File: config.mk
export PLATFORM = sky130hd
export DESIGN_NAME = dram_ctl
export DESIGN_NICKNAME = d
export VERILOG_FILES = /design/src/hw/dram_ctl.v /design/src/hw/refresh_timer.v
export VERILOG_INCLUDE_DIRS = /design/src /design/src/hw
export SDC_FILE = /design/constraint.sdc
export NUM_CORES = 1
export LEC_CHECK = 0
export BUFFER_PORTS_ARGS = -buffer_cell sky130_fd_sc_hd__buf_2
export CAP_MARGIN = 15
export CORE_MARGIN = 2
export CORE_UTILIZATION = 63
export CTS_BUF_LIST = sky130_fd_sc_hd__clkbuf_8 sky130_fd_sc_hd__clkbuf_16
export DETAILED_ROUTE_END_ITERATION = 8
export GPL_TIMING_DRIVEN = 0
export PLACE_DENSITY = 0.86
export SLEW_MARGIN = 20
export SYNTH_ARGS = -nofsm -noshare
export SYNTH_HDL_FRONTEND = slang
export SYNTH_SLANG_ARGS = --single-unit
File: constraint.sdc
create_clock -name clk -period 5.7 [get_ports clk]
set_clock_uncertainty 0.05 [all_clocks]
set_input_delay 0 -clock clk [delete_from_list [all_inputs] [get_ports clk]]
set_output_delay 0 -clock clk [all_outputs]
set_load 0.05 [all_outputs]
File: src/hw/dram_ctl_defines.vh
`ifndef DRAM_CTL_DEFINES_VH
`define DRAM_CTL_DEFINES_VH

// widths
`define ADDR_W        10
`define DATA_W        8
`define ROW_COUNT     11'h400

// request opcodes
`define OP_READ       2'h0
`define OP_WRITE      2'h1
`define OP_ROW_REF    2'h2

// timing figures in ns except T_SLEEP_US in us, clock period 4 ns
`define CLK_NS        4
`define T_ASR_NS      8
`define T_RAH_NS      12
`define T_RCD_NS      24
`define T_CAS_NS      24
`define T_RAS_NS      60
`define T_RP_NS       40
`define T_CSR_NS      12
`define T_CHR_NS      20
`define T_ACC_NS      60
`define T_REFI_NS     15600
`define T_SLEEP_US    100

// cycle counts, least times rounded up
`define CYC(ns)       (((ns) + `CLK_NS - 1) / `CLK_NS)
`define C_ASR         `CYC(`T_ASR_NS)
`define C_RAH         `CYC(`T_RAH_NS)
`define C_RCD         `CYC(`T_RCD_NS)
`define C_CAS         `CYC(`T_CAS_NS)
`define C_RAS         `CYC(`T_RAS_NS)
`define C_RP          `CYC(`T_RP_NS)
`define C_CSR         `CYC(`T_CSR_NS)
`define C_CHR         `CYC(`T_CHR_NS)
`define C_ACC         `CYC(`T_ACC_NS)
// longest interval rounds down, sleep minimum rounds up
`define C_REFI        ((`T_REFI_NS) / `CLK_NS)
`define C_SLEEP       ((`T_SLEEP_US * 1000 + `CLK_NS - 1) / `CLK_NS)

`endif

File: src/hw/dram_ctl.v
`timescale 1ns/10ps
`include "dram_ctl_defines.vh"

// Function
// RL1: device drives data only when gate low
// RL2: device ignores gate during writes
// RL3: device floats data outside read phase
// RL4: high stores one, low stores zero
// RL5: row address set up, held after fall
// RL6: row strobe falls, low for minimum
// RL7: column address set up, held; strobe minimum
// RL8: write select high around column fall
// RL9: read data valid after latest access
// RL10: both strobes high, precharge before next
// RL11: write column after row fall, held
// RL12: write select low pulse around column
// RL13: write data set up and held
// RL14: any access restores its row
// RL15: spread refresh over every interval
// RL16: supplied row refresh, column strobe high
// RL17: column first refresh strobe order
// RL18: device uses internal row counter
// RL19: device supports hidden refresh
// RL20: hold row strobe 100 us for sleep
// RL21: device self-times sleep refresh
// RL22: both strobes high end sleep refresh
// RL23: write select sampled at column fall
// RL24: column first refresh needs no counter
// RL25: device advances internal row counter
module dram_ctl #(
	parameter REFI_CYC  = `C_REFI,
	parameter SLEEP_CYC = `C_SLEEP
) (
	// clock and reset
	input  wire                 clk,
	input  wire                 sys_rst,
	// user request
	input  wire                 req_valid,
	output wire                 req_ready,
	input  wire [1:0]           req_op,
	input  wire [`ADDR_W-1:0]   req_row,
	input  wire [`ADDR_W-1:0]   req_col,
	input  wire [`DATA_W-1:0]   req_wdata,
	output reg  [`DATA_W-1:0]   rd_data_q,
	output reg                  rd_valid_q,
	// sleep control
	input  wire                 sleep_req,
	output reg                  sleeping_q,
	// dram pins
	output reg                  ras_n_q,
	output reg                  cas_n_q,
	output reg                  we_n_q,
	output reg                  oe_n_q,
	output reg  [`ADDR_W-1:0]   addr_q,
	output reg  [`DATA_W-1:0]   dq_out_q,
	output reg                  dq_oe_q,
	input  wire [`DATA_W-1:0]   dq_in
);
	localparam S_IDLE  = 4'h0;
	localparam S_ASR   = 4'h1;
	localparam S_RAH   = 4'h2;
	localparam S_COL   = 4'h3;
	localparam S_CAS   = 4'h4;
	localparam S_PRE   = 4'h5;
	localparam S_RREF  = 4'h6;
	localparam S_CSR   = 4'h7;
	localparam S_CBR   = 4'h8;
	localparam S_CHR   = 4'h9;
	localparam S_SLEEP = 4'hA;

	reg  [3:0]          state_q;
	reg  [23:0]         cnt_q;
	reg  [23:0]         ras_cnt_q;
	reg  [1:0]          op_q;
	reg  [`DATA_W-1:0]  wdata_q;
	reg  [`ADDR_W-1:0]  col_q;
	reg                 ref_ack;
	wire                ref_due;

	refresh_timer #(
		.PERIOD (REFI_CYC)
	) u_refresh_timer (
		.clk     (clk),
		.sys_rst (sys_rst),
		.ack     (ref_ack),
		.due_q   (ref_due)
	);

	// refresh and sleep take priority, so an access only starts when neither is pending
	assign req_ready = (state_q == S_IDLE) && !ref_due && !sleep_req;

	always @* begin
		ref_ack = (state_q == S_IDLE) && ref_due && !sleep_req; // [RL15]
	end

	always @(posedge clk or posedge sys_rst) begin
		if (sys_rst) begin
			state_q    <= S_IDLE;
			cnt_q      <= 24'h000000;
			ras_cnt_q  <= 24'h000000;
			op_q       <= 2'h0;
			wdata_q    <= {`DATA_W{1'b0}};
			col_q      <= {`ADDR_W{1'b0}};
			rd_data_q  <= {`DATA_W{1'b0}};
			rd_valid_q <= 1'b0;
			sleeping_q <= 1'b0;
			ras_n_q    <= 1'b1;
			cas_n_q    <= 1'b1;
			we_n_q     <= 1'b1;
			oe_n_q     <= 1'b1;
			addr_q     <= {`ADDR_W{1'b0}};
			dq_out_q   <= {`DATA_W{1'b0}};
			dq_oe_q    <= 1'b0;
		end else begin
			rd_valid_q <= 1'b0;
			cnt_q      <= cnt_q + 24'h000001;
			ras_cnt_q  <= ras_n_q ? 24'h000000 : ras_cnt_q + 24'h000001;
			case (state_q)
			S_IDLE: begin
				cnt_q <= 24'h000000;
				if (sleep_req || ref_due) begin
					// column first refresh: no row counter needed here
					cas_n_q <= 1'b0; // [RL17] [RL24]
					we_n_q  <= 1'b1; // [RL17]
					state_q <= S_CSR;
				end else if (req_valid) begin
					op_q    <= req_op;
					col_q   <= req_col;
					wdata_q <= req_wdata;
					addr_q  <= req_row; // [RL5] [RL16]
					state_q <= S_ASR;
				end
			end
			S_ASR: begin
				if (cnt_q == `C_ASR - 1) begin
					ras_n_q <= 1'b0; // [RL6]
					cnt_q   <= 24'h000000;
					state_q <= (op_q == `OP_ROW_REF) ? S_RREF : S_RAH;
				end
			end
			S_RAH: begin
				// row held until the hold time passes, then the column appears
				if (cnt_q == `C_RAH - 1) begin
					addr_q  <= col_q; // [RL5] [RL11]
					we_n_q  <= (op_q != `OP_WRITE); // [RL8] [RL12]
					dq_out_q <= wdata_q; // [RL13]
					dq_oe_q <= (op_q == `OP_WRITE); // [RL13]
					cnt_q   <= 24'h000000;
					state_q <= S_COL;
				end
			end
			S_COL: begin
				if (cnt_q == `C_RCD - `C_RAH - 1) begin
					cas_n_q <= 1'b0; // [RL7]
					oe_n_q  <= (op_q == `OP_WRITE); // [RL2]
					cnt_q   <= 24'h000000;
					state_q <= S_CAS;
				end
			end
			S_CAS: begin
				// wait out both the column minimum and the slowest access path
				if (cnt_q >= `C_CAS - 1 && cnt_q >= `C_ACC - 1 &&
				    ras_cnt_q >= `C_RAS - 1) begin
					if (op_q != `OP_WRITE) begin
						rd_data_q  <= dq_in; // [RL9]
						rd_valid_q <= 1'b1;
					end
					ras_n_q <= 1'b1; // [RL10]
					cas_n_q <= 1'b1; // [RL10] [RL7]
					oe_n_q  <= 1'b1;
					we_n_q  <= 1'b1; // [RL8] [RL12]
					dq_oe_q <= 1'b0; // [RL13]
					cnt_q   <= 24'h000000;
					state_q <= S_PRE;
				end
			end
			S_RREF: begin
				if (cnt_q == `C_RAS - 1) begin
					ras_n_q <= 1'b1; // [RL16]
					cnt_q   <= 24'h000000;
					state_q <= S_PRE;
				end
			end
			S_CSR: begin
				if (cnt_q == `C_CSR - 1) begin
					ras_n_q <= 1'b0; // [RL17]
					cnt_q   <= 24'h000000;
					state_q <= S_CBR;
				end
			end
			S_CBR: begin
				if (sleep_req) begin
					// sleep only counts once the row strobe has been low long enough
					if (cnt_q >= SLEEP_CYC - 1) begin
						sleeping_q <= 1'b1; // [RL20]
						state_q    <= S_SLEEP;
					end
				end else if (cnt_q >= `C_CHR - 1 && ras_cnt_q >= `C_RAS - 1) begin
					cas_n_q <= 1'b1; // [RL17]
					cnt_q   <= 24'h000000;
					state_q <= S_CHR;
				end
			end
			S_CHR: begin
				if (cnt_q == `C_RP - 1) begin
					ras_n_q <= 1'b1; // [RL17]
					cnt_q   <= 24'h000000;
					state_q <= S_PRE;
				end
			end
			S_SLEEP: begin
				if (!sleep_req) begin
					ras_n_q    <= 1'b1; // [RL22]
					cas_n_q    <= 1'b1; // [RL22]
					sleeping_q <= 1'b0;
					cnt_q      <= 24'h000000;
					state_q    <= S_PRE;
				end
			end
			S_PRE: begin
				if (cnt_q == `C_RP - 1) begin
					state_q <= S_IDLE; // [RL10]
				end
			end
			default: begin
				state_q <= S_IDLE;
			end
			endcase
		end
	end
endmodule // dram_ctl

File: src/hw/refresh_timer.v
`timescale 1ns/10ps
`include "dram_ctl_defines.vh"

// raises due_q every period cycles until acknowledged
module refresh_timer #(
	parameter PERIOD = `C_REFI
) (
	// clock and reset
	input  wire       clk,
	input  wire       sys_rst,
	// request
	input  wire       ack,
	output reg        due_q
);
	reg  [15:0] cnt_q;

	always @(posedge clk or posedge sys_rst) begin
		if (sys_rst) begin
			cnt_q <= 16'h0000;
			due_q <= 1'b0;
		end else begin
			if (cnt_q == PERIOD[15:0] - 16'h0001) begin
				cnt_q <= 16'h0000;
			end else begin
				cnt_q <= cnt_q + 16'h0001;
			end
			// a new tick wins over a same-cycle acknowledge
			if (cnt_q == PERIOD[15:0] - 16'h0001) begin
				due_q <= 1'b1;
			end else if (ack) begin
				due_q <= 1'b0;
			end
		end
	end
endmodule // refresh_timer
==> After elaboration in Yosys (flattened, before gate mapping) <==
Cells that the tools add are included.
{ "totals": {"latchBits": 0, "n_memories": 0, "regBits": 122, "rom_bits": 0, "output_inout_bits": 34, "input_bits": 42, "ramBits": 0} }
{ "classes": {"shifts": 0, "reduce_logical": 31, "bitwise_logic": 1, "multipliers": 0, "n_addsub": 3, "n_mux": 58, "magnitude_cmp": 5, "eq_ne": 37, "div": 0} }
{ "ops": {"columns": ["cell", "n"], "rows": [
  ["2-to-1 mux 24 bit", 9],
  ["case mux 24 bit (8 select lines)", 1],
  ["2-to-1 mux 4 bit", 14],
  ["adder 24 x 1 -> 24 bit, second input constant", 2],
  ["== test 24 x 4 -> 1 bit, second input constant", 2],
  ["greater-or-equal comparator 24 x 3 -> 1 bit, second input constant", 2],
  ["greater-or-equal comparator 24 x 4 -> 1 bit, second input constant", 2],
  ["case mux 4 bit (11 select lines)", 1],
  ["2-to-1 mux 10 bit", 3],
  ["inequality test 2 bit, second input constant", 15],
  ["== test 24 x 1 -> 1 bit, second input constant", 1],
  ["== test 24 x 2 -> 1 bit, second input constant", 1],
  ["greater-or-equal comparator 24 x 15 -> 1 bit, second input constant", 1],
  ["2-to-1 mux 1 bit", 21],
  ["case mux 10 bit (2 select lines)", 1],
  ["adder 16 x 1 -> 16 bit, second input constant", 1],
  ["== test 16 x 12 -> 1 bit, second input constant", 1],
  ["== test 4 x 3 -> 1 bit, second input constant", 4],
  ["2-to-1 mux 16 bit", 1],
  ["AND reduction 7 bit", 2],
  ["== test 4 bit, second input constant", 3],
  ["AND reduction 12 bit", 1],
  ["AND reduction 3 bit", 4],
  ["AND reduction 4 bit", 3],
  ["23 further kinds", 39]
]} }

==> Longest topological paths before layout <==
Gate-level depths: netlist (run 1).
{ "depth": {"word_depth": 5, "mapped_depth": 10, "ltp_nobuf": 9} }

==> Modules after synthesis <==
Synthesis (run 1) repeated with hierarchy kept, for this count alone.
{ "hier_totals": {"hier_cells": 588, "area_unflattened_um2": 6212.2} }
{ "modules_own_cells": {"columns": ["module", "cells_per_inst", "instances", "seq_area_each_um2", "area_per_inst_um2"], "rows": [
  ["dram_ctl", 509, 1, 2632.5, 5378.9],
  ["refresh_timer", 79, 1, 425.4, 833.3]
]} }

==> Worst setup path before layout (run 1) <==
OpenSTA, ideal clock, no wires.
{ "synth_timing": {"kind": "reg-to-reg", "start": "register cnt_q[9]", "end": "register state_q[2]", "stages_incl_launch_ff": 8, "setup_time_ps": 126, "t_arrival_ps": 2413, "synth_period_minus_slack_ps": 2589, "path_buffers": 0, "slack_ps": 3111, "cell_sequence": "dfrtp_1 nor4_4 nand4_4 o21a_1 a311oi_2 o211ai_2 or3_4 o32a_1"} }
{ "synth_via": {"elab_chain_len": 5, "elab_cells_between_ends": 22, "cone_classes": "order compare (4); eq/ne (14); reduce/logical (4)"} }
{ "synth_lines": {"columns": ["element", "line_no", "rtl"], "rows": [
  ["start, declared", "dram_ctl.v:72", "reg [23:0] cnt_q;"],
  ["start signal, assigned", "dram_ctl.v:116", "cnt_q <= cnt_q + 24'h000001;"],
  ["greater-or-equal comparator 24 x 3 -> 1 bit / greater-or-equal comparator 24 x 4 -> 1 bit (equally long branches)", "dram_ctl.v:162", "if (cnt_q >= `C_CAS - 1 && cnt_q >= `C_ACC - 1 &&"],
  ["logical AND 1 bit (2 in a row)", "dram_ctl.v:162", null],
  ["inequality test 2 bit (no line)", null, null],
  ["AND reduction 12 bit (no line) (*)", null, null],
  ["end signal, assigned", "dram_ctl.v:138", "state_q <= (op_q == `OP_ROW_REF) ? S_RREF : S_RAH;"],
  ["end, declared", "dram_ctl.v:71", "reg [3:0] state_q;"]
]} }
Mark *: on every way between the ends. The rest lies on a longest branch, timed or not.
A chain may end at the register's enable or synchronous reset.

==> Worst setup path in the final report (run 1) <==
{ "layout_timing": {"start": "register state_q[3]", "end": "register addr_q[8]"} }
{ "layout_via": {"elab_chain_len": 3, "elab_cells_between_ends": 8, "cone_classes": "eq/ne (4); mux (1); reduce/logical (3)"} }
{ "layout_lines": {"columns": ["element", "line_no", "rtl"], "rows": [
  ["== test 4 x 2 -> 1 bit / logical NOT 4 bit (equally long branches)", "dram_ctl.v:118", "case (state_q)"],
  ["inequality test 2 bit (no line) / nonzero test 2 bit (equally long branches)", null, null],
  ["AND reduction 4 bit (no line)", null, null],
  ["end signal, assigned", "dram_ctl.v:111", "addr_q <= {`ADDR_W{1'b0}};"],
  ["end signal, assigned", "dram_ctl.v:130", "addr_q <= req_row;"],
  ["end signal, assigned", "dram_ctl.v:144", "addr_q <= col_q;"],
  ["end, declared", "dram_ctl.v:54", "output reg [`ADDR_W-1:0] addr_q,"]
]} }
Parallel ways exist; a longest one is shown, timed or not.

==> metrics.md, run 1 <==
| Metric | Value |
|---|---|
| Most frequent standard cell in the layout excluding fill and tap cells | dfrtp_1 |
| Overall routed net length | 18.01 mm |
| Number of slew-limit violations in the final report | 0 |
| Setup repair after global routing missed its margin | no |
| Count of unique library cells instantiated by Yosys | 57 |
| # IOs | 76 |
| Dpl ws | 2.747 ns |
| Area of the core region | 9240 µm² |
| Worst min-delay path category | primary input to async pin |
| Number of synthesized register bits | 122 |
| Most area-hungry cell type in the Yosys netlist | dfrtp_1 |
| Highest clock frequency the design can meet | 0.3048 GHz |
| Top flip-flop cell by instance count after synthesis | dfrtp_1 |
| Fraction of layout cells with a size suffix above 1 | 22.13% |
| Site row count | 35 |
| Share of the yosys chip area belonging to registers | 50.84% |
| Count of flip-flops with a built-in enable after synthesis | 0 |
| Category of the worst setup path launch point | register |
| Relative max-transition margin | 34.56% |
| Floorplan die height | 101.7 µm |
| CP required | 6.03 ns |
| Vias | 5496 |
| Top Family by Delay on Critical Path | simple AND/OR/NAND/NOR gates |
| Outcome | complete, no violations |
| Series of cell instances along the critical path | clkbuf_1, nand2b_1, nor3_1, nand2_1, and2_1, clkbuf_1, nand2_1, o21ai_0 |
| Total buffers and inverters traversed by the critical path | 2 |
| Final routed wire length divided by cell count | 20.92 µm |
| Post-CTS setup buffer count | 0 |
| Area used by sequential logic in the layout | 3058 µm² |
| Top post-synthesis cells by area | dfrtp_1 49%, mux2_2 6.9%, nor2_1 4.7% |
| Maximum number of pins on one net before global-route repair | 67 |
| Later-pin clock latency in the skew report | 0.53 ns |
| Synth Net Count | 634 |
| HPWL reported at the end of detailed placement | 9.155 mm |
| Netlist Area Pre-Place | 6015 µm² |
| FILL cells | 456 |
| Number of inserted diodes | 0 |
| Number of optimization iterations in the first detailed-route pass | 8 |
| Global-route wire length before repair | 29.42 mm |
| Remaining Overflow, GRT | 0 |
| Setup slack of the most critical reg-to-reg path | 2.42 ns |
| IR Drop Worst-Case VDD | 0.3674 mV |
| Clock tree from TritonCTS | yes |
| Clock Tree Root | clkbuf_8 |
| Slowest library cell on the worst path | nor3_1 |
| Sum of internal, switching and leakage power | 3.593 mW |
| LEAKAGE | 3.422 nW |
| Synth Warn # | 0 |
| Final Setup Violations | 0 |
| Leading cell types in the layout, fill and taps excluded | 118 x dfrtp_1, 76 x buf_2, 75 x nor2_1, 51 x nand2_1, 40 x dlygate4sd3_1 |
| Number of DRC markers after the initial detailed-route iteration | 638 |
| H-tree Lvls | 4 |
| Async S/R FF share, synth | 100.0% |
| Cell depth of the worst flop-to-flop path | 8 |
| Worst-margin pin slew | 0.9741 ns |
| # nets final | 768 |
| Total area of multi-input combinational cells | 2804 µm² |
| Mean post-synth cell area | 10.28 µm² |
| Total negative slack | 0 ns |
| Clock sink count | 122 |
| CTS Hold Buffers Added | 40 |
| Data arrival time of the worst path | 3.61 ns |
| Vias in the first global route | 5644 |
| Cts bufs inserted | 17 |
| Port Buffers | 74 |
| Placed cell area | 6579 µm² |
| Fin crit period | 3.281 ns |
| Total routing usage reported by global routing | 37.50% |
| Largest buffer count on any clock path | 2 |
| Number of antenna violations at the first check in global routing | 0 |
| Post-route clock period utilization | 57.55% |
| Number of standard cells after synthesis | 585 |
| Hold Vio Cnt, Final | 0 |
| Category of the critical setup timing path | register to register |
| Placer congestion estimate | 0.9236 |
| Post-cts repair resize count | 0 |
| Per-cell via count in the routed design | 6.383 |
| Total Die Area | 10340 µm² |
| Power density normalized to cell area | 475.9 nW/µm² |
| Number of DRC violations after detailed routing | 0 |
| Initial standard-cell utilization of the core | 65.09% |
| Die Wd | 101.7 µm |
| Kind of end point of the critical path | register |
| Cell count along the critical path | 8 |
| Final setup margin | 2.419 ns |
| Max_cap viols | 0 |
| Syn-to-layout area delta | 25.55% |
| Share of the synthesized area in the top cell type | 49.10% |
| Antenna Nets Post-Route | 0 |
| Summed area of non-filler cells in the final layout | 7551 µm² |
| Worst Path Max Fanout | 10 |
| Biggest cell delay along the critical path | 0.80 ns |
| Clock slew seen by the registers of the worst setup and hold paths | 0.06 ns |
[logic make-up (layout without fill, tap and decap cells)]
logic type / count (synthesis) / after routing / share of synthesized area [%]
buf+inv: 40 / 187 / 2.538
simple gates: 245 / 245 / 21.20
mux: 49 / 49 / 8.945
xor+xnor: 55 / 55 / 8.009
fa+ha+maj: 7 / 7 / 1.456
flops: 122 / 122 / 50.84
compound gates: 67 / 67 / 7.011
[where the power goes]
group / total (mW) / leakage [nW] / switching, mW / internal (mW)
sequential: 1.19 / 1.61 / 0.141 / 1.05
clock: 1.05 / 0.284 / 0.407 / 0.640
combinational: 1.36 / 1.53 / 0.940 / 0.417
total: 3.59 / 3.42 / 1.49 / 2.11
[registers in the layout, indices dropped and copies added (netlist names), 2 cells and up]
signal,count
addr_q,10
cnt_q,24
col_q,10
dq_out_q,8
op_q,2
ras_cnt_q,24
rd_data_q,8
state_q,4
u_refresh_timer.cnt_q,16
wdata_q,8
[layout make-up]
| type | instances | share of cell area (%) |
|---|---|---|
| Clock buffer | 19 | 5.849 |
| Sequential cell | 122 | 40.50 |
| Multi-Input combinational cell | 423 | 37.13 |
| Clock inverter | 13 | 1.723 |
| Timing Repair Buffer | 115 | 10.57 |
| Buffer | 24 | 1.226 |
| Inverter | 16 | 0.8616 |
| Tap cell | 129 | 2.138 |
[worst min-delay path, delay by kind of cell]
kind / cells / cell delay (ns)
buf+inv: 3 / 1.08
[per-layer routing]
layer  global-route usage, %  vias to the layer above  share of wire (%)
met5                       0                        -                  0
met4                   21.62                        0                5.7
met3                   10.21                      130                9.1
met2                   61.44                      427                 49
met1                   44.59                     2636                 37
li1                        -                     2303                  -
[cell usage after synthesis, drive strengths merged (3+ instances only)]
library cell	count
or3	8
o21ai	26
or4	5
nand3	24
xnor2	31
xor2	24
and3	8
and2	5
a21oi	12
mux2	38
dfrtp	118
ha	7
a211oi	4
nor4	12
o211ai	6
nand4	17
inv	16
dfstp	4
clkbuf	21
mux2i	11
a31oi	6
nor2	75
nand2b	6
nor2b	5
nor3	19
nand2	51
buf	3
[worst paths after layout]
path / from / endpoint
max in group asynchronous: sys_rst / cas_n_q
worst max register to register: state_q[3] / addr_q[8]
worst max-delay path: state_q[3] / addr_q[8]
worst min-delay path: sys_rst / state_q[1]
min in group clk: sleep_req / sleeping_q
worst min register to register: u_refresh_timer.cnt_q[15] / u_refresh_timer.cnt_q[15]
[metrics by stage]
| stage | hold slack, ns | cells | util, % |
|---|---|---|---|
| after detailed placement | 0.04958 | 789 | 71.20 |
| after CTS | 0.01044 | 861 | 81.72 |
| after global placement | 0.1824 | 788 | 70.85 |
| after floorplan | 0.1006 | 585 | - |
| after global routing | 0.03563 | 861 | 81.72 |
| final | 0.04814 | 861 | 81.72 |
Power figures use the tool's default switching activity.
==> run 2: changes to the inputs <==
CORE_UTILIZATION = 52   (was 63)
PLACE_DENSITY = 0.76   (was 0.86)
clock period = 2.7 ns   (was 5.7 ns; I/O delays follow)
==> metrics.md, run 2 (synthesis results as in run 1) <==
| Metric | Value |
|---|---|
| Power share of the combinational group | 38.9% |
| Area of the core region | 11370 µm² |
| Number of placed instances with taps included | 806 |
| Setup repair after global routing missed its margin | yes |
| Port Buffers | 74 |
| Kind of end point of the critical path | register |
| Number of inserted diodes | 0 |
| Number of antenna violations at the first check in global routing | 0 |
| Seq pwr share | 32.1% |
| Post-route clock period utilization | 99.77% |
| H-tree Lvls | 4 |
| Clock sink count | 122 |
| Internal Pwr Total | 4.761 mW |
| Clock Tree Root | clkbuf_16 |
| Worst Path Max Fanout | 4 |
| Reg-to-reg critical path endpoint | state_q[2] |
| Relative max-transition margin | 43.94% |
| Max_cap viols | 0 |
| Global-route wire length before repair | 25.47 mm |
| FILL cells | 763 |
| Total routing usage reported by global routing | 25.45% |
| Worst min-delay path category | primary input to register |
| Clock slew seen by the registers of the worst setup and hold paths | 0.05 ns |
| Total Die Area | 12440 µm² |
| Initial standard-cell utilization of the core | 52.90% |
| Syn-to-layout area delta | 29.73% |
| Cell depth of the worst flop-to-flop path | 7 |
| Cell count along the critical path | 7 |
| Outcome | complete, no violations |
| Clock tree from TritonCTS | yes |
| Vias | 5044 |
| Placer congestion estimate | 0.8727 |
| Series of cell instances along the critical path | nor4_4, nand4_4, o21a_1, a311oi_2, o211ai_2, or3_4, o32a_1 |
| Vias in the first global route | 5302 |
| Largest buffer count on any clock path | 2 |
| Worst reg2reg path startpoint | cnt_q[10] |
| Worst-margin pin slew | 0.8363 ns |
| Final Setup Violations | 0 |
| Remaining Overflow, GRT | 0 |
| Setup slack of the most critical reg-to-reg path | 0.006 ns |
| Per-cell via count in the routed design | 5.680 |
| Fraction of layout cells with a size suffix above 1 | 25.50% |
| Endpoint of the worst hold path | sleeping_q |
| Data arrival time of the worst path | 2.93 ns |
| Sum of internal, switching and leakage power | 7.702 mW |
| Overall routed net length | 15.15 mm |
| Biggest cell delay along the critical path | 0.44 ns |
| Leading cell types in the layout, fill and taps excluded | 114 x dfrtp_1, 75 x nor2_1, 74 x buf_2, 49 x nand2_1, 39 x dlygate4sd3_1 |
| Maximum number of pins on one net before global-route repair | 37 |
| Number of DRC violations after detailed routing | 0 |
| Die Wd | 111.5 µm |
| Final routed wire length divided by cell count | 17.06 µm |
| Final instance count without filler cells | 888 |
| Site row count | 39 |
| Origin of the worst min-delay path | sleep_req |
| Category of the worst setup path launch point | register |
| Total buffers and inverters traversed by the critical path | 0 |
| Fin crit period | 2.694 ns |
| Antenna Nets Post-Route | 0 |
| CP required | 2.94 ns |
| # nets final | 782 |
| LEAKAGE | 3.548 nW |
| Later-pin clock latency in the skew report | 0.42 ns |
| Slowest library cell on the worst path | dfrtp_2 |
| Cts bufs inserted | 17 |
| Most frequent standard cell in the layout excluding fill and tap cells | dfrtp_1 |
| HPWL reported at the end of detailed placement | 9.245 mm |
| # IOs | 76 |
| Highest clock frequency the design can meet | 0.3712 GHz |
| Largest registers | cnt_q x24, ras_cnt_q x24, u_refresh_timer.cnt_q x16 |
| Power density normalized to cell area | 987.2 nW/µm² |
| Part of the total power dissipated in the clock network | 28.9% |
| Number of DRC markers after the initial detailed-route iteration | 310 |
| Number of slew-limit violations in the final report | 0 |
| IR Drop Worst-Case VDD | 0.7398 mV |
| Sw Ratio | 38.18% |
| Hold Vio Cnt, Final | 0 |
| Top Family by Delay on Critical Path | compound AO/OA/AOI/OAI gates |
| Switching power total | 2.941 mW |
| Number of optimization iterations in the first detailed-route pass | 5 |
| Category of the critical setup timing path | register to register |
| Floorplan die height | 111.5 µm |
| Worst hold path stage count | 3 |
[run 2: power by group through the flow]
| stage | clock, mW | combinational, mW | sequential (mW) |
|---|---|---|---|
| after floorplan | 0 | 1.42 | 2.94 |
| after global placement | 0 | 2.48 | 2.43 |
| after detailed placement | 0 | 2.55 | 2.45 |
| after CTS | 2.23 | 2.70 | 2.43 |
| after global routing | 2.33 | 3.21 | 2.51 |
| final | 2.23 | 3.00 | 2.48 |
[run 2: worst max path at each step]
stage,from,end
2_1_floorplan,cnt_q[9],state_q[2]
3_3_place_gp,cnt_q[22],state_q[2]
3_5_place_dp,cnt_q[22],addr_q[4]
4_1_cts,cnt_q[12],state_q[2]
5_1_grt,cnt_q[10],state_q[2]
6_report,cnt_q[10],state_q[2]
[run 2: metrics by stage]
stage          area (µm²)  hold WS (ns)  setup slack (ns)  setup TNS [ns]  utilization (%)
5_1_grt              7802        0.1219          -0.06978         -0.4886            68.63
3_5_place_dp         6663      -0.01632           -0.2202          -4.368            58.60
2_1_floorplan        6018        0.1006            0.1107               0                -
3_3_place_gp         6568        0.1825           -0.2080          -4.266            57.76
4_1_cts              7705       0.04852           0.01028               0            67.77
6_report             7802       0.05675          0.006184               0            68.63
[run 2: layout make-up]
cell class / count / area [µm²] / area share, %
clock buffer: 21 / 480.5 / 6.158
sequential: 122 / 3063 / 39.26
buffer: 24 / 108.9 / 1.395
multi-input combinational: 423 / 2860 / 36.66
timing repair buffer: 129 / 945.9 / 12.12
tap: 143 / 178.9 / 2.293
inverter: 16 / 63.81 / 0.8178
clock inverter: 10 / 101.3 / 1.299
[run 2: worst register-to-register path, delay by kind of cell, from the launching register on]
family          cells  cell delay (ns)
compound gates      4             1.05
simple gates        3             1.03
flops               1             0.44
[run 2: routing by layer]
layer,vias up,wire (µm),track usage [%]
met1,2480,6101,29.94
met4,0,373,10.12
met2,185,7803,43.98
li1,2334,-,-
met5,-,0,0
met3,45,871,7.512
[run 2: repair_timing]
item,CTS,global route
endpoints found under the hold margin,120,0
setup endpoints to repair,33,42
setup buffers,6,6
pin swaps,5,13
hold buffers,39,0
gates resized for setup,7,18
==> run 3: changes to the inputs <==
CORE_ASPECT_RATIO = 0.7   (was default)
==> metrics.md, run 3 (synthesis results as in run 1) <==
| Metric | Value |
|---|---|
| Outcome | complete, no violations |
| Final Setup Violations | 0 |
| Clock slew seen by the registers of the worst setup and hold paths | 0.06 ns |
| Number of placed instances with taps included | 816 |
| Kind of end point of the critical path | register |
| Post-route clock period utilization | 99.22% |
| Port Buffers | 74 |
| Total Die Area | 12460 µm² |
| Placed cell area | 6668 µm² |
| Cts bufs inserted | 17 |
| Series of cell instances along the critical path | nor4_4, nand4_4, o21a_1, a311oi_4, o211ai_2, or3_4, o32a_1 |
| Final instance count without filler cells | 897 |
| Area of the core region | 11130 µm² |
| Category of the worst setup path launch point | register |
| LEAKAGE | 3.557 nW |
| Part of the total power dissipated in the clock network | 30.6% |
| Hold Vio Cnt, Final | 0 |
| Largest buffer count on any clock path | 2 |
| Placer congestion estimate | 0.8941 |
| Number of antenna violations at the first check in global routing | 1 |
| Clock tree from TritonCTS | yes |
| Power density normalized to cell area | 981.3 nW/µm² |
| Most frequent standard cell in the layout excluding fill and tap cells | dfrtp_1 |
| Number of inserted diodes | 0 |
| Site row count | 32 |
| Worst Path Max Fanout | 5 |
| HPWL reported at the end of detailed placement | 9.491 mm |
| Later-pin clock latency in the skew report | 0.41 ns |
| Fraction of layout cells with a size suffix above 1 | 26.08% |
| Number of slew-limit violations in the final report | 0 |
| Switching power total | 2.910 mW |
| Final routed wire length divided by cell count | 16.22 µm |
| Relative max-transition margin | 55.02% |
| Vias | 5010 |
| Biggest cell delay along the critical path | 0.44 ns |
| Initial standard-cell utilization of the core | 54.04% |
| Largest registers | cnt_q x24, ras_cnt_q x24, u_refresh_timer.cnt_q x16 |
| Slowest library cell on the worst path | dfrtp_2 |
| Sw Ratio | 37.84% |
| Floorplan die height | 93.98 µm |
| H-tree Lvls | 4 |
| Die Wd | 132.5 µm |
| Remaining Overflow, GRT | 0 |
| Clock Tree Root | clkbuf_16 |
| Summed area of non-filler cells in the final layout | 7836 µm² |
| Max_cap viols | 0 |
| Number of DRC markers after the initial detailed-route iteration | 328 |
| Total routing usage reported by global routing | 24.54% |
| Per-cell via count in the routed design | 5.585 |
| Syn-to-layout area delta | 30.29% |
| Total buffers and inverters traversed by the critical path | 0 |
| Total negative slack | 0 ns |
| Internal Pwr Total | 4.780 mW |
| Power share of the combinational group | 37.6% |
| Overall routed net length | 14.55 mm |
| CP required | 2.95 ns |
| Number of DRC violations after detailed routing | 0 |
| Antenna Nets Post-Route | 0 |
| Fin crit period | 2.679 ns |
| Clock sink count | 122 |
| # IOs | 76 |
| IR Drop Worst-Case VDD | 0.7267 mV |
| Category of the critical setup timing path | register to register |
| Seq pwr share | 31.9% |
| Worst min-delay path category | primary input to register |
| Vias in the first global route | 5010 |
| Maximum number of pins on one net before global-route repair | 36 |
| Global-route wire length before repair | 24.25 mm |
| Top Family by Delay on Critical Path | compound AO/OA/AOI/OAI gates |
| Leading cell types in the layout, fill and taps excluded | 115 x dfrtp_1, 75 x nor2_1, 74 x buf_2, 49 x nand2_1, 39 x dlygate4sd3_1 |
| Worst-margin pin slew | 0.6747 ns |
| # nets final | 780 |
| Highest clock frequency the design can meet | 0.3733 GHz |
| Number of optimization iterations in the first detailed-route pass | 5 |
| Setup repair after global routing missed its margin | yes |
| Data arrival time of the worst path | 2.93 ns |
[run 3: cell types whose count changed in the layout (fill, tap and decap cells not counted), moves of 2 or more]
cell / before / now
buf_6: 2 / 0
clkbuf_1: 18 / 16
clkbuf_8: 4 / 2
clkinv_4: 0 / 2
inv_1: 18 / 15
inv_6: 0 / 3
nor4_2: 0 / 2
[run 3: final cells by class]
class                      instances  area, µm²
sequential                       122       3062
fill                             800       3294
clock buffer                      19      452.9
tap                              153      191.4
buffer                            23      98.84
inverter                          16      63.81
clock inverter                    13      166.4
multi-input combinational        423       2870
timing repair buffer             128      930.9
[run 3: tightest hold or removal path, cell delays in order]
cell     delay, ns
buf_2         0.10
inv_1         0.04
a211o_1       0.13
o41ai_1       0.08
a21oi_1       0.11
[run 3: stage by stage]
| step | util (%) | total power [mW] | hold WS [ns] | setup WS (ns) |
|---|---|---|---|---|
| floorplan | - | 4.360 | 0.1006 | 0.1107 |
| global placement | 59.12 | 4.917 | 0.1817 | -0.1837 |
| detailed placement | 59.90 | 4.999 | -0.01197 | -0.1971 |
| CTS | 69.87 | 7.579 | 0.03229 | 0.0005962 |
| global route | 70.40 | 8.068 | 0.08674 | -0.09405 |
| finish | 70.40 | 7.690 | 0.05474 | 0.02095 |
[run 3: routing by layer]
layer / share of wire [%] / routed length [µm] / GRT usage (%) / vias up
li1: - / - / - / 2348
met1: 46 / 6640 / 33.62 / 2462
met2: 47 / 6858 / 38.64 / 170
met3: 6.0 / 868 / 6.904 / 28
met4: 1.2 / 170 / 6.631 / 2
met5: 0.089 / 13 / 0 / -
[run 3: power by group through the flow]
stage	clock, mW	combinational [mW]	sequential (mW)
after CTS	2.37	2.77	2.43
after global placement	0	2.48	2.44
after detailed placement	0	2.55	2.45
final	2.35	2.89	2.45
after floorplan	0	1.42	2.94
after global routing	2.46	3.11	2.50
[run 3: final timing paths]
| kind | start | to | slack (ns) | cells past startpoint |
|---|---|---|---|---|
| max | cnt_q[10] | state_q[2] | 0.02 | 7 |
| min | req_valid | state_q[0] | 0.05 | 5 |
| max reg2reg | cnt_q[10] | state_q[2] | 0.02 | 7 |
| min reg2reg | u_refresh_timer.cnt_q[0] | u_refresh_timer.cnt_q[0] | 0.42 | 1 |
| max in group asynchronous | sys_rst | we_n_q | 1.91 | 4 |
| min in group asynchronous | sys_rst | rd_data_q[1] | 0.10 | 3 |
[run 3: what timing repair did]
item,CTS,global route
pin swaps,8,8
buffers inserted,8,3
setup endpoints to repair,33,40
hold buffers,39,0
endpoints found under the hold margin,156,0
gates resized for setup,10,15
